$ cat src/include/ces_pkg.sv
// package for the contactless error status block
// assumes one 125 MHz clock and a host register read port
// Function
// - set nvm_cmd_error in bit 7 when the last memory command failed
// - set queue_write_violation in bit 6 on illegal host queue writes
// - clear queue_write_violation when a new contactless command starts
// - with multi-frame receive, clear it after error flags reach the queue
// - set queue_overflow_flag in bit 5 on write to full queue, keep data
// - while overflow is set, discard every further queue write
// - set short_frame_error in bit 4 when valid start has under 4 bits
// - drop frames under 4 bits, keep decoder enabled, no receive-done flag
// - with disturbance suppression, drop frames under 3 bytes the same way
// - clear bits 4,2,1,0 at receive start or transceive wait-for-data entry
// - set empty_transmit_error in bit 3 when sending from an empty queue
// - set collision_detected in bit 2 and record first collision position
// - ignore collisions lying inside the end-of-frame symbol
// - set protocol_error_flag in bit 1 on bad stop, start or count; stop rx
// - on protocol error, keep the last received byte out of the queue
// - set integrity_error_flag in bit 0 on parity or crc error, keep receiving
// - with collision_as_integrity_error set, collisions also set bit 0
// - raise error_irq_flag while bits 6,5,3,1 or 0 are set
// - transceive_state codes: rx wait 101, wait for data 110, receiving 111
package ces_pkg;

   // ----------------------------------------------------------------
   // register map
   // ----------------------------------------------------------------
   localparam logic [7:0] CES_ADDR_ERROR = 8'h0A;
   localparam logic [7:0] CES_ADDR_COLL  = 8'h0D;
   localparam logic [7:0] CES_ERR_RESET  = 8'h00;
   localparam logic [7:0] CES_COLL_RESET = 8'h00;
   localparam logic [7:0] CES_RD_ZERO    = 8'h00;

   // ----------------------------------------------------------------
   // error and collision register field positions
   // ----------------------------------------------------------------
   localparam int CES_B_NVM   = 7;
   localparam int CES_B_WRV   = 6;
   localparam int CES_B_OVF   = 5;
   localparam int CES_B_SHORT = 4;
   localparam int CES_B_EMPTY = 3;
   localparam int CES_B_COLL  = 2;
   localparam int CES_B_PROT  = 1;
   localparam int CES_B_INTEG = 0;
   localparam int CES_B_CPVAL = 7;

   // bits that feed the error interrupt flag
   localparam logic [7:0] CES_IRQ_MASK  = 8'h6B;
   // bits cleared by a receive start
   localparam logic [7:0] CES_RX_CLR    = 8'h17;

   // ----------------------------------------------------------------
   // frame length limits
   // ----------------------------------------------------------------
   localparam logic [6:0] CES_MIN_BITS  = 7'h04;
   localparam logic [6:0] CES_MIN_EMD   = 7'h18;
   localparam logic [6:0] CES_BIT_MAX   = 7'h7F;
   localparam logic [6:0] CES_POS_LIM   = 7'h40;

   // ----------------------------------------------------------------
   // transceive state codes and command codes
   // ----------------------------------------------------------------
   typedef enum logic [2:0] {
      CES_ST_IDLE    = 3'h0,
      CES_ST_TXWAIT  = 3'h1,
      CES_ST_TX      = 3'h3,
      CES_ST_UNUSED  = 3'h4,
      CES_ST_RXWAIT  = 3'h5,
      CES_ST_WAITDAT = 3'h6,
      CES_ST_RX      = 3'h7
   } ces_state_t;

   localparam logic [3:0] CES_CMD_RECEIVE    = 4'h5;
   localparam logic [3:0] CES_CMD_TRANSCEIVE = 4'h7;

endpackage

$ cat src/verilog/ces_error_status.sv
// error status register logic of the contactless receiver
// assumes all event inputs are single-cycle pulses on clk
`timescale 1ns/1ps
module ces_error_status
   import ces_pkg::*;
(
   input  wire logic       clk,
   input  wire logic       resetn,
   // host register read port
   input  wire logic       reg_rd_en,
   input  wire logic [7:0] reg_addr,
   output logic      [7:0] reg_rd_data_ff,
   // command and state
   input  wire logic       cmd_start,
   input  wire logic [3:0] cmd_code,
   input  wire logic [2:0] transceive_state,
   input  wire logic       multi_frame_receive,
   input  wire logic       err_flags_to_fifo,
   input  wire logic       auth_cmd_active,
   input  wire logic       crc_tx_active,
   // memory command result
   input  wire logic       nvm_cmd_done,
   input  wire logic       nvm_cmd_fail,
   // host queue writes
   input  wire logic       host_fifo_wr,
   input  wire logic       fifo_full,
   input  wire logic       fifo_empty,
   input  wire logic       fifo_flush,
   input  wire logic       tx_request,
   // receive path
   input  wire logic       rx_sof_valid,
   input  wire logic       rx_bit_strobe,
   input  wire logic       rx_byte_ready,
   input  wire logic       rx_frame_end,
   input  wire logic       rx_collision,
   input  wire logic       rx_coll_in_eof,
   input  wire logic       rx_stop_bit_err,
   input  wire logic       rx_sof_err,
   input  wire logic       rx_count_err,
   input  wire logic       rx_parity_err,
   input  wire logic       rx_crc_err,
   input  wire logic       disturbance_suppression,
   input  wire logic       collision_as_integrity_error,
   // results
   output logic      [7:0] error_flags,
   output logic            error_irq_flag_ff,
   output logic            receive_done_irq_ff,
   output logic            receive_decoder_en_ff,
   output logic            rx_stop_ff,
   output logic            rx_byte_commit_ff,
   output logic            fifo_wr_commit_ff,
   output logic      [7:0] collision_position_reg_ff
);

   logic       [7:0] flag_set;
   logic       [7:0] flag_clr;
   logic       [7:0] flags;
   logic       [6:0] bit_pos;
   logic             frame_short;
   logic             frame_drop;
   logic             wr_illegal;
   logic             coll_ok;
   logic             prot_evt;
   logic             integ_evt;
   logic             rx_clr;
   logic             wait_entry;
   logic             coll_seen_ff;
   logic [3:0]       cur_cmd_ff;
   ces_state_t       state;
   ces_state_t       prev_state_ff;

   assign state       = ces_state_t'(transceive_state);
   assign error_flags = flags;

   // ----------------------------------------------------------------
   // frame length and flag storage
   // ----------------------------------------------------------------
   ces_frame_check u_frame (
      .clk                     (clk),
      .resetn                  (resetn),
      .rx_sof_valid            (rx_sof_valid),
      .rx_bit_strobe           (rx_bit_strobe),
      .rx_frame_end            (rx_frame_end),
      .rx_abort                (prot_evt),
      .disturbance_suppression (disturbance_suppression),
      .bit_pos                 (bit_pos),
      .frame_short             (frame_short),
      .frame_drop              (frame_drop)
   );

   ces_flag_bank u_flags (
      .clk      (clk),
      .resetn   (resetn),
      .set_i    (flag_set),
      .clr_i    (flag_clr),
      .flags_ff (flags)
   );

   // ----------------------------------------------------------------
   // command tracking
   // ----------------------------------------------------------------
   always_ff @(posedge clk or negedge resetn) begin
      if (!resetn) begin
         cur_cmd_ff <= 4'h0;
      end else if (cmd_start) begin
         cur_cmd_ff <= cmd_code;
      end
   end

   // previous state, for wait-for-data entry
   always_ff @(posedge clk or negedge resetn) begin
      if (!resetn) begin
         prev_state_ff <= CES_ST_IDLE;
      end else begin
         prev_state_ff <= state;
      end
   end

   // ----------------------------------------------------------------
   // event decode
   // ----------------------------------------------------------------
   assign wait_entry = (state == CES_ST_WAITDAT) &&
                       (prev_state_ff != CES_ST_WAITDAT) &&
                       (cur_cmd_ff == CES_CMD_TRANSCEIVE);
   assign rx_clr     = (cmd_start && cmd_code == CES_CMD_RECEIVE) ||
                       wait_entry;
   assign wr_illegal = crc_tx_active || auth_cmd_active ||
                       (state == CES_ST_RXWAIT) ||
                       (state == CES_ST_WAITDAT) ||
                       (state == CES_ST_RX);
   assign coll_ok    = rx_collision && !rx_coll_in_eof;
   assign prot_evt   = rx_stop_bit_err || rx_sof_err || rx_count_err;
   assign integ_evt  = rx_parity_err || rx_crc_err ||
                       (coll_ok && collision_as_integrity_error);

   // set terms
   always_comb begin
      flag_set              = 8'h00;
      flag_set[CES_B_NVM]   = nvm_cmd_done && nvm_cmd_fail;
      flag_set[CES_B_WRV]   = host_fifo_wr && wr_illegal;
      flag_set[CES_B_OVF]   = host_fifo_wr && fifo_full;
      flag_set[CES_B_SHORT] = frame_short;
      flag_set[CES_B_EMPTY] = tx_request && fifo_empty;
      flag_set[CES_B_COLL]  = coll_ok;
      flag_set[CES_B_PROT]  = prot_evt;
      flag_set[CES_B_INTEG] = integ_evt;
   end

   // clear terms; a set in the same cycle still wins
   always_comb begin
      flag_clr            = rx_clr ? CES_RX_CLR : 8'h00;
      flag_clr[CES_B_NVM] = nvm_cmd_done && !nvm_cmd_fail;
      flag_clr[CES_B_WRV] = multi_frame_receive ? err_flags_to_fifo
                                                : cmd_start;
      flag_clr[CES_B_OVF] = fifo_flush;
      flag_clr[CES_B_EMPTY] = cmd_start;
   end

   // ----------------------------------------------------------------
   // host queue write gating
   // ----------------------------------------------------------------
   // a full queue keeps its bytes; overflow blocks later writes
   always_ff @(posedge clk or negedge resetn) begin
      if (!resetn) begin
         fifo_wr_commit_ff <= 1'b0;
      end else begin
         fifo_wr_commit_ff <= host_fifo_wr && !fifo_full &&
                              !flags[CES_B_OVF];
      end
   end

   // ----------------------------------------------------------------
   // receive path control
   // ----------------------------------------------------------------
   // byte that meets a protocol error, and all after it, is withheld
   always_ff @(posedge clk or negedge resetn) begin
      if (!resetn) begin
         rx_byte_commit_ff <= 1'b0;
      end else begin
         rx_byte_commit_ff <= rx_byte_ready && !prot_evt &&
                              receive_decoder_en_ff;
      end
   end

   // protocol error stops reception at once
   always_ff @(posedge clk or negedge resetn) begin
      if (!resetn) begin
         rx_stop_ff <= 1'b0;
      end else begin
         rx_stop_ff <= prot_evt;
      end
   end

   // decoder stays on for dropped frames, off after protocol error
   always_ff @(posedge clk or negedge resetn) begin
      if (!resetn) begin
         receive_decoder_en_ff <= 1'b1;
      end else if (prot_evt) begin
         receive_decoder_en_ff <= 1'b0;
      end else if (rx_clr || rx_sof_valid) begin
         receive_decoder_en_ff <= 1'b1;
      end
   end

   // receive done pulse, suppressed for dropped frames
   always_ff @(posedge clk or negedge resetn) begin
      if (!resetn) begin
         receive_done_irq_ff <= 1'b0;
      end else begin
         receive_done_irq_ff <= rx_frame_end && !frame_drop;
      end
   end

   // ----------------------------------------------------------------
   // first collision position
   // ----------------------------------------------------------------
   always_ff @(posedge clk or negedge resetn) begin
      if (!resetn) begin
         coll_seen_ff              <= 1'b0;
         collision_position_reg_ff <= CES_COLL_RESET;
      end else if (coll_ok && !coll_seen_ff) begin
         coll_seen_ff <= 1'b1;
         collision_position_reg_ff[CES_B_CPVAL] <= (bit_pos < CES_POS_LIM);
         collision_position_reg_ff[6:0]         <= bit_pos;
      end else if (rx_clr) begin
         coll_seen_ff              <= 1'b0;
         collision_position_reg_ff <= CES_COLL_RESET;
      end
   end

   // ----------------------------------------------------------------
   // error interrupt flag and register read
   // ----------------------------------------------------------------
   always_ff @(posedge clk or negedge resetn) begin
      if (!resetn) begin
         error_irq_flag_ff <= 1'b0;
      end else begin
         error_irq_flag_ff <= |(flags & CES_IRQ_MASK);
      end
   end

   // reads have no side effect on the flags
   always_ff @(posedge clk or negedge resetn) begin
      if (!resetn) begin
         reg_rd_data_ff <= CES_RD_ZERO;
      end else if (reg_rd_en) begin
         unique case (reg_addr)
            CES_ADDR_ERROR: reg_rd_data_ff <= flags;
            CES_ADDR_COLL:  reg_rd_data_ff <= collision_position_reg_ff;
            default:        reg_rd_data_ff <= CES_RD_ZERO;
         endcase
      end
   end
endmodule

$ cat src/verilog/ces_flag_bank.sv
// sticky flag bank, one set and one clear per bit
// assumes set and clear are one-cycle pulses from the same clock
`timescale 1ns/1ps
module ces_flag_bank
   import ces_pkg::*;
(
   input  wire logic       clk,
   input  wire logic       resetn,
   input  wire logic [7:0] set_i,
   input  wire logic [7:0] clr_i,
   output logic      [7:0] flags_ff
);

   // ----------------------------------------------------------------
   // per-bit flag cells
   // ----------------------------------------------------------------
   genvar gi;
   generate
      for (gi = 0; gi < 8; gi++) begin : g_flag
         // set wins over a clear in the same cycle
         always_ff @(posedge clk or negedge resetn) begin
            if (!resetn) begin
               flags_ff[gi] <= CES_ERR_RESET[gi];
            end else if (set_i[gi]) begin
               flags_ff[gi] <= 1'b1;
            end else if (clr_i[gi]) begin
               flags_ff[gi] <= 1'b0;
            end
         end
      end
   endgenerate

endmodule

$ cat src/verilog/ces_frame_check.sv
// received frame length tracker
// assumes one bit strobe per decoded data bit between start and end
`timescale 1ns/1ps
module ces_frame_check
   import ces_pkg::*;
(
   input  wire logic       clk,
   input  wire logic       resetn,
   input  wire logic       rx_sof_valid,
   input  wire logic       rx_bit_strobe,
   input  wire logic       rx_frame_end,
   input  wire logic       rx_abort,
   input  wire logic       disturbance_suppression,
   output logic      [6:0] bit_pos,
   output logic            frame_short,
   output logic            frame_drop
);

   logic       in_frame_ff;
   logic [6:0] bits_ff;

   // ----------------------------------------------------------------
   // frame window and saturating bit counter
   // ----------------------------------------------------------------
   always_ff @(posedge clk or negedge resetn) begin
      if (!resetn) begin
         in_frame_ff <= 1'b0;
      end else if (rx_sof_valid) begin
         in_frame_ff <= 1'b1;
      end else if (rx_frame_end || rx_abort) begin
         in_frame_ff <= 1'b0;
      end
   end

   always_ff @(posedge clk or negedge resetn) begin
      if (!resetn) begin
         bits_ff <= 7'h00;
      end else if (rx_sof_valid) begin
         bits_ff <= 7'h00;
      end else if (in_frame_ff && rx_bit_strobe && bits_ff != CES_BIT_MAX) begin
         bits_ff <= bits_ff + 7'h01;
      end
   end

   // ----------------------------------------------------------------
   // length verdict at the end of the frame
   // ----------------------------------------------------------------
   assign bit_pos     = bits_ff;
   assign frame_short = rx_frame_end && in_frame_ff && (bits_ff < CES_MIN_BITS);
   assign frame_drop  = frame_short ||
                        (rx_frame_end && in_frame_ff && disturbance_suppression &&
                         (bits_ff < CES_MIN_EMD));

endmodule

$ cat config.mk
export PLATFORM = sky130hd
export DESIGN_NAME = ces_error_status
export DESIGN_NICKNAME = d
export VERILOG_FILES = /design/src/include/ces_pkg.sv /design/src/verilog/ces_error_status.sv /design/src/verilog/ces_flag_bank.sv /design/src/verilog/ces_frame_check.sv
export SDC_FILE = /design/constraint.sdc
export NUM_CORES = 1
export LEC_CHECK = 0
export CAP_MARGIN = 20
export CORE_MARGIN = 2
export CORE_UTILIZATION = 65
export CTS_BUF_LIST = sky130_fd_sc_hd__clkbuf_4
export CTS_CLUSTER_DIAMETER = 80
export DETAILED_ROUTE_END_ITERATION = 8
export DONT_BUFFER_PORTS = 1
export GPL_TIMING_DRIVEN = 0
export PLACE_DENSITY = 0.81
export SYNTH_ARGS = -nofsm -noshare
export SYNTH_HDL_FRONTEND = slang
export SYNTH_HIERARCHICAL = 1
export SYNTH_SLANG_ARGS = --single-unit
export TNS_END_PERCENT = 20
$ cat constraint.sdc
create_clock -name clk -period 2 [get_ports clk]
set_input_delay 0.6 -clock clk [delete_from_list [all_inputs] [get_ports clk]]
set_output_delay 0.6 -clock clk [all_outputs]
set_load 0.1 [all_outputs]
-- After elaboration in Yosys (flattened, before gate mapping)
Index checks and enable logic that the tools add are counted.
- register bits after elaboration: 46
- bits of input ports: 43
- add/sub/neg operators: 1
- $lt $le $gt $ge: 3
- equality and inequality tests: 9
- muxes and demuxes: 29
- reductions and logical operators: 54
- operators with widths (kind ; count):
    $reduce_bool A2 Y1 ; 12
    $mux W1 ; 23
    $logic_and A1 B1 Y1 ; 22
    $eq A8 B4 Y1 const B ; 2
    $mux W8 ; 2
    $pmux W8 S2 ; 1
    $mux W7 ; 2
    $logic_or A1 B1 Y1 ; 12
    $eq A3 B3 Y1 const B ; 3
    $eq A4 B3 Y1 const B ; 2
    $add A7 B1 Y7 const B ; 1
    $logic_not A1 Y1 ; 7
    $lt A7 B3 Y1 const B ; 1
    $lt A7 B5 Y1 const B ; 1
    $lt A7 B7 Y1 const B ; 1
    $ne A7 B7 Y1 const B ; 1
    $mux W5 ; 1
    $reduce_or A5 Y1 ; 1
    $ne A3 B3 Y1 const B ; 1

-- Depth between registers and ports, before layout
Gate-level depths: netlist of the first run.
- depth after elaboration: 7
- mapped depth: 6
- mapped depth without buffers: 5

-- Modules after synthesis
Netlist of the first run, hierarchy kept.
- by module, submodules not included (module ; instances ; cells an instance ; area each (µm²) ; seq. area each (µm²)):
    ces_error_status ; 1 ; 111 ; 1313.8 ; 752.0
    ces_frame_check ; 1 ; 44 ; 456.7 ; 200.2
    ces_flag_bank ; 1 ; 24 ; 290.3 ; 200.2

-- Worst setup path after synthesis of the first run
Ideal clock, no wire load.
- path kind: input -> register
- from: input reg_addr[5]
- to: register reg_rd_data_ff[5]
- setup time: 68 ps
- arrival: 1711 ps
- data required time: 1932 ps
- setup slack: 221 ps
- stages: 3
- path buffers: 0
- cell sequence: or4_4 > nor4_4 > a221o_2
- word-level cells in the longest chain between the ends: 2
- ends and longest elaborated chain (element ; line ; RTL):
    start: declaration ; ces_error_status.sv:11 ; input wire logic [7:0] reg_addr,
    $eq A8 B4 Y1 ; ces_error_status.sv:247 ; unique case (reg_addr)
    $pmux W8 S2 (*) ; ces_error_status.sv:247 ;
    end signal: assignment ; ces_error_status.sv:248 ; CES_ADDR_ERROR: reg_rd_data_ff <= flags;
    end signal: assignment ; ces_error_status.sv:249 ; CES_ADDR_COLL: reg_rd_data_ff <= collision_position_reg_ff;
    end: declaration ; ces_error_status.sv:12 ; output logic [7:0] reg_rd_data_ff,
Every way passes the cells marked *; elsewhere a longest branch is shown, timed or not.
A chain may end at the register's enable or synchronous reset.

-- Worst setup path in the final report of the first run
- from: register u_flags.flags_ff[5]
- to: output error_flags[5]
- RTL lines (element ; line ; RTL):
    start: declaration ; ces_flag_bank.sv:11 ; output logic [7:0] flags_ff
    start signal: indexed assignment ; ces_flag_bank.sv:23 ; flags_ff[gi] <= CES_ERR_RESET[gi];
    end: declaration ; ces_error_status.sv:45 ; output logic [7:0] error_flags,
No word-level cell between the ends.

==> results of run 1 <==
[report_power, final]
group          switching, mW  internal [mW]
logic                 0.0687         0.0633
clock network          0.273          0.293
registers              0.319          0.984
total                  0.661           1.34
[routing by layer]
layer | global-route usage (%) | part of all wire (%) | vias up
li1 | - | - | 669
met1 | 28.5 | 40 | 708
met2 | 40.4 | 50 | 69
met3 | 8.23 | 8.7 | 6
met4 | 8.89 | 1.4 | 0
met5 | 0 | 0 | -
[flip-flops by register name (all words and copies together), names as in the netlist]
| name | count |
|---|---|
| coll_seen_ff | 1 |
| collision_position_reg_ff | 8 |
| cur_cmd_ff | 4 |
| error_irq_flag_ff | 1 |
| fifo_wr_commit_ff | 1 |
| prev_state_ff | 3 |
| receive_decoder_en_ff | 1 |
| receive_done_irq_ff | 1 |
| reg_rd_data_ff | 8 |
| rx_byte_commit_ff | 1 |
| rx_stop_ff | 1 |
| u_flags/flags_ff | 8 |
| u_frame/bit_pos | 7 |
| u_frame/in_frame_ff | 1 |
[synthesized netlist by cell type (all sizes together) (2+ instances only)]
| library cell | number |
|---|---|
| or2 | 3 |
| and2 | 3 |
| o21bai | 4 |
| nor3b | 2 |
| o21ai | 4 |
| a31oi | 3 |
| dfrtp | 45 |
| a21o | 9 |
| nor2 | 7 |
| o31ai | 7 |
| nand2 | 22 |
| nor3 | 5 |
| a21oi | 2 |
| nor2b | 11 |
| clkbuf | 2 |
| and3 | 4 |
| mux2 | 5 |
| a221o | 8 |
| inv | 9 |
| nor4 | 3 |
| nand4b | 2 |
[metrics by stage]
step	total power [mW]	setup WS [ns]	setup TNS [ns]	utilization (%)
detailed placement	1.43	-0.0158	-0.0422	69.9
CTS	2.01	0.0246	0	73.3
global route	2.08	0.00223	0	73.4
floorplan	1.40	0.221	0	-
finish	2.00	0.0518	0	73.4
global placement	1.43	0.00660	0	69.9
[worst min-delay path by stage]
stage | start | to | cells past startpoint
after floorplan | resetn | coll_seen_ff$_DFFE_PN0P_ | 0
after global placement | resetn | reg_rd_data_ff[4]$_DFFE_PN0P_ | 0
after detailed placement | resetn | u_flags/flags_ff[7]$_DFFE_PN0P_ | 0
after CTS | resetn | receive_decoder_en_ff$_DFFE_PN1P_ | 0
after global routing | resetn | receive_decoder_en_ff$_DFFE_PN1P_ | 0
final | resetn | receive_decoder_en_ff$_DFFE_PN1P_ | 0
[cells by family after synthesis]
logic type | synth area share [%]
and+or+nand+nor | 20.4
adders and majority gates | 0.607
buffers and inverters | 2.00
DFF | 55.9
AOI/OAI and AO/OA | 17.4
muxes | 3.22
xor gates and xnor gates | 0.425
[area by class of cell]
type                            instances  area [sq um]  area share [%]
Clock inverter                          1          30.0            1.35
Tap cell                               44          55.1            2.48
Multi-Input combinational cell        122           867            39.0
Clock buffer                            7          52.6            2.36
Buffer                                  2          7.51           0.338
Inverter                                9          33.8            1.52
Timing Repair Buffer                    1          20.0           0.901
Sequential cell                        46          1160            52.0
[what timing repair did]
item                                    4_1_cts  5_1_grt
endpoints found under the setup margin        0        3
hold buffers                                  1        0
resized for setup                             0        3
hold endpoints to repair                     45        0
==> reports/metrics.cfg, run 1 <==
[layout]
final_cell_mix = 42 x dfrtp_1, 20 x nand2_1, 11 x nor2b_1, 9 x inv_1, 9 x a21o_1
final_nets = 231
nFillCells = 212
final_cell_area_sq_mm = 0.00222
diodes = 0
final_common_cell = dfrtp_1
drive_above_1_share_pct = 18.1
fin_cells = 232
syn_to_final_growth_pct = 7.83

[yosys]
ys_seq_area_share_pct = 55.9
ys.flop_type = dfrtp_1
syn_area_per_cell_sq_um = 11.5
syn_inst = 179
synth_top_area_share_pct = 54.6
synth.top_cells.by_area = dfrtp_1 55%, nand2_1 3.6%, nor2b_1 3.3%
synth_top_area_cell = dfrtp_1
synth-edff-count = 0
synthesis.area_sq_mm = 0.00206
yosysWarnings = 6
ys_ff_latch = 46
synth_cell_types = 46
ys_async_sr_fraction_pct = 100
synth_fp_nets = 223

[critical_path]
r2r_slack_ns = 0.15
crit_path_end_kind = output pin
r2r_end = u_flags/flags_ff[4]$_DFFE_PN0P_
cp.required_ns = 1.40
startpoint = u_flags/flags_ff[5]$_DFFE_PN0P_
cp-endpoint = error_flags[5]
ff2ff_path_depth = 6
cp.depth = 0
crit_fanout = 5
crit_type = register to output pin
crit_arrival_ns = 1.35
rr_startpoint = cur_cmd_ff[3]$_DFFE_PN0P_
start_kind = register

[global_route]
antenna_found_initial = 0
grt.overflow.total = 0
grt_usage_pct = 24.0
grt_pass1_vias = 1406
grt_max_degree = 46
grt_first_pass_wirelength_um = 6270

[clock_network]
htree_levels = 2
clk_pin_slew_ns = 0.12
cts_setup_buffers = 0
root_buffer = clkbuf_4
clk_latency_ns = 0.34
tritoncts = yes
clock_sinks = 46
clk_path_buf_depth = 2
cts_inserted_buffers = 5

[floorplanning]
core_area_sq_mm = 0.00303
die_h_um = 60.3
ioPinCount = 73
dieArea_sq_mm = 0.00364
start_util_pct = 68.1
rows = 20
die_x_um = 60.3

[outcome]
status = complete, no violations

[sta]
rsz0062_at_grt = false
clock_skew_ns = 0.00628
slew_headroom_pct = 35.4
hold_ws_ns = 0.0839
fin_crit_ns = 1.95
setup_viol = 0
slew_violations = 0
hold_violations = 0
max_freq_mhz = 513
tightestPinTransition_ns = 0.970
fin_crit_sh_pct = 97.4

[place]
place_hpwl_um = 3020
postPlaceCellArea_sq_mm = 0.00212
numPortBuffers = 0
post-place-cells = 223
gp_congestion = 0.873

[power_and_ir_drop]
power_density_mw_per_mm2 = 900
static-leakage-power_nw = 0.988
peakVddDrop_mv = 0.545

[routing]
first_pass_iters = 4
first_iter_violations = 93
detail-route-antenna-nets = 0
wirelength_um = 4120
drc = 0
num_vias = 1452
wl_per_cell_um = 17.7
avgViaCountPerCell = 6.26

[flow_run]
maxCapViolCount = 0

[worst_hold_path]
hold_class = input port to async pin

Note: power is estimated with default switching activity, not from simulation.
==> run 2, diff against run 1 <==
MAX_ROUTING_LAYER = met4   (was default)
==> run 2 against run 1 <==
  * Routed wire length rose by 0.58%
  * Hold slack improved by 0.0053 ns
  * First-iteration DRC count is 3.2% lower
  * Sequential cell count unchanged
  * Design area is the same
  * Sequential share of layout area stayed put
  * Clock skew rose by 0.00081 ns
  * Critical path type unchanged
  * Critical endpoint unchanged
  * Highest routed layer unchanged
==> reports/metrics.cfg, run 2 (synthesized netlist as in run 1, its figures left out) <==
[outcome]
status = complete, no violations

[sta]
fin_crit_ns = 1.95  ; -0.00241 ns
hold_violations = 0  ; unchanged
finalWorstSetupSlack_ns = 0.0542  ; +0.00241 ns
tightestPinTransition_ns = 0.971  ; +0.00150 ns
fin_crit_sh_pct = 97.3  ; -0.12 points
slew_violations = 0  ; unchanged
rsz0062_at_grt = false
clock_skew_ns = 0.00709  ; +0.000810 ns
setup_viol = 0  ; unchanged
max_freq_mhz = 514  ; +0.12%
slew_headroom_pct = 35.3  ; -0.10 points

[critical_path]
cp.required_ns = 1.40  ; about the same
crit_arrival_ns = 1.35  ; about the same
ff2ff_path_depth = 6  ; unchanged
cp.depth = 0  ; unchanged
crit_path_end_kind = output pin
crit_type = register to output pin
crit_fanout = 5  ; unchanged
start_kind = register

[worst_hold_path]
hold_class = input port to async pin

[place]
place_hpwl_um = 3020  ; unchanged
numPortBuffers = 0  ; unchanged
gp_congestion = 0.887  ; +1.6%
dp_slack_ns = -0.0158  ; unchanged

[routing]
wirelength_um = 4140  ; +0.58%
wl_per_cell_um = 17.8  ; +0.58%
detail-route-antenna-nets = 0  ; unchanged
first_pass_iters = 4  ; unchanged
first_iter_violations = 90  ; -3.2%
drc = 0  ; unchanged
avgViaCountPerCell = 6.25  ; -0.14%
num_vias = 1450  ; -0.14%

[floorplanning]
ioPinCount = 73  ; unchanged
core_area_sq_mm = 0.00303  ; unchanged
rows = 20  ; unchanged
die_h_um = 60.3  ; unchanged
dieArea_sq_mm = 0.00364  ; unchanged
die_x_um = 60.3  ; unchanged
start_util_pct = 68.1  ; unchanged

[global_route]
grt_max_degree = 46  ; unchanged
antenna_found_initial = 0  ; unchanged
grt.overflow.total = 0  ; unchanged
grt_usage_pct = 24.6  ; +0.65 points
grt_pass1_vias = 1405  ; -0.071%
grt_first_pass_wirelength_um = 6270  ; -0.11%

[power_and_ir_drop]
peakVddDrop_mv = 0.545  ; about the same
static-leakage-power_nw = 0.988  ; unchanged
power_density_mw_per_mm2 = 900  ; about the same
finalPower_mw = 2.00  ; about the same

[clock_network]
clk_path_buf_depth = 2  ; unchanged
tritoncts = yes
clk_latency_ns = 0.34  ; about the same
root_buffer = clkbuf_4
htree_levels = 2  ; unchanged
cts_inserted_buffers = 5  ; unchanged
clk_pin_slew_ns = 0.12  ; about the same
clock_sinks = 46  ; unchanged

[layout]
top_regs = collision_position_reg_ff x8, reg_rd_data_ff x8, u_flags/flags_ff x8
drive_above_1_share_pct = 18.1  ; unchanged
final_cell_mix = 42 x dfrtp_1, 20 x nand2_1, 11 x nor2b_1, 9 x inv_1, 9 x a21o_1
final_common_cell = dfrtp_1
diodes = 0  ; unchanged
syn_to_final_growth_pct = 7.83  ; unchanged
final_nets = 231  ; unchanged

[flow_run]
maxCapViolCount = 0  ; unchanged

==> run 2: per-stage QoR <==
stage	util [%]	area [sq um]	hold WS (ns)	setup TNS [ns]	instances
2_1_floorplan	-	2060	0.304	0	179
3_3_place_gp	69.9	2120	0.305	0	223
3_5_place_dp	69.9	2120	0.305	-0.0422	223
4_1_cts	73.3	2220	0.0719	0	232
5_1_grt	73.4	2220	0.0514	0	232
6_report	73.4	2220	0.0892	0	232
==> run 2: what timing repair did <==
| item | in CTS | in global routing |
|---|---|---|
| buffers inserted | 0 | 0 |
| gates resized for setup | 0 | 3 |
| endpoints found under the hold margin | 45 | 0 |
| hold buffers | 1 | 0 |
| endpoints found under the setup margin | 0 | 3 |
==> run 2: worst paths after layout <==
check | startpoint | to | slack [ns]
max reg2reg | cur_cmd_ff[3]$_DFFE_PN0P_ | u_flags/flags_ff[4]$_DFFE_PN0P_ | 0.12
max | u_flags/flags_ff[5]$_DFFE_PN0P_ | error_flags[5] | 0.05
min in group clk | transceive_state[1] | prev_state_ff[1]$_DFF_PN0_ | 0.28
max in group asynchronous | resetn | u_flags/flags_ff[3]$_DFFE_PN0P_ | 1.70
min reg2reg | cur_cmd_ff[2]$_DFFE_PN0P_ | cur_cmd_ff[2]$_DFFE_PN0P_ | 0.52
min | resetn | receive_decoder_en_ff$_DFFE_PN1P_ | 0.09
==> run 2: cell type report <==
cell class	count	area (sq um)
buffer	2	7.51
clock buffer	7	52.6
clock inverter	1	30.0
fill	212	806
inverter	9	33.8
multi-input combinational	122	867
sequential	46	1160
tap	44	55.1
timing repair buffer	1	20.0
==> run 2: metal layers <==
metal,up-vias,track usage [%],wire length (um)
li1,667,-,-
met3,6,6.93,355
met1,712,28.3,1660
met2,65,40.5,2070
met5,-,-,0
met4,0,9.84,44
==> run 2: power breakdown <==
group	switching [mW]	internal [mW]	total [mW]
logic	0.0686	0.0633	0.132
registers	0.319	0.984	1.30
clock network	0.272	0.293	0.565
total	0.660	1.34	2.00
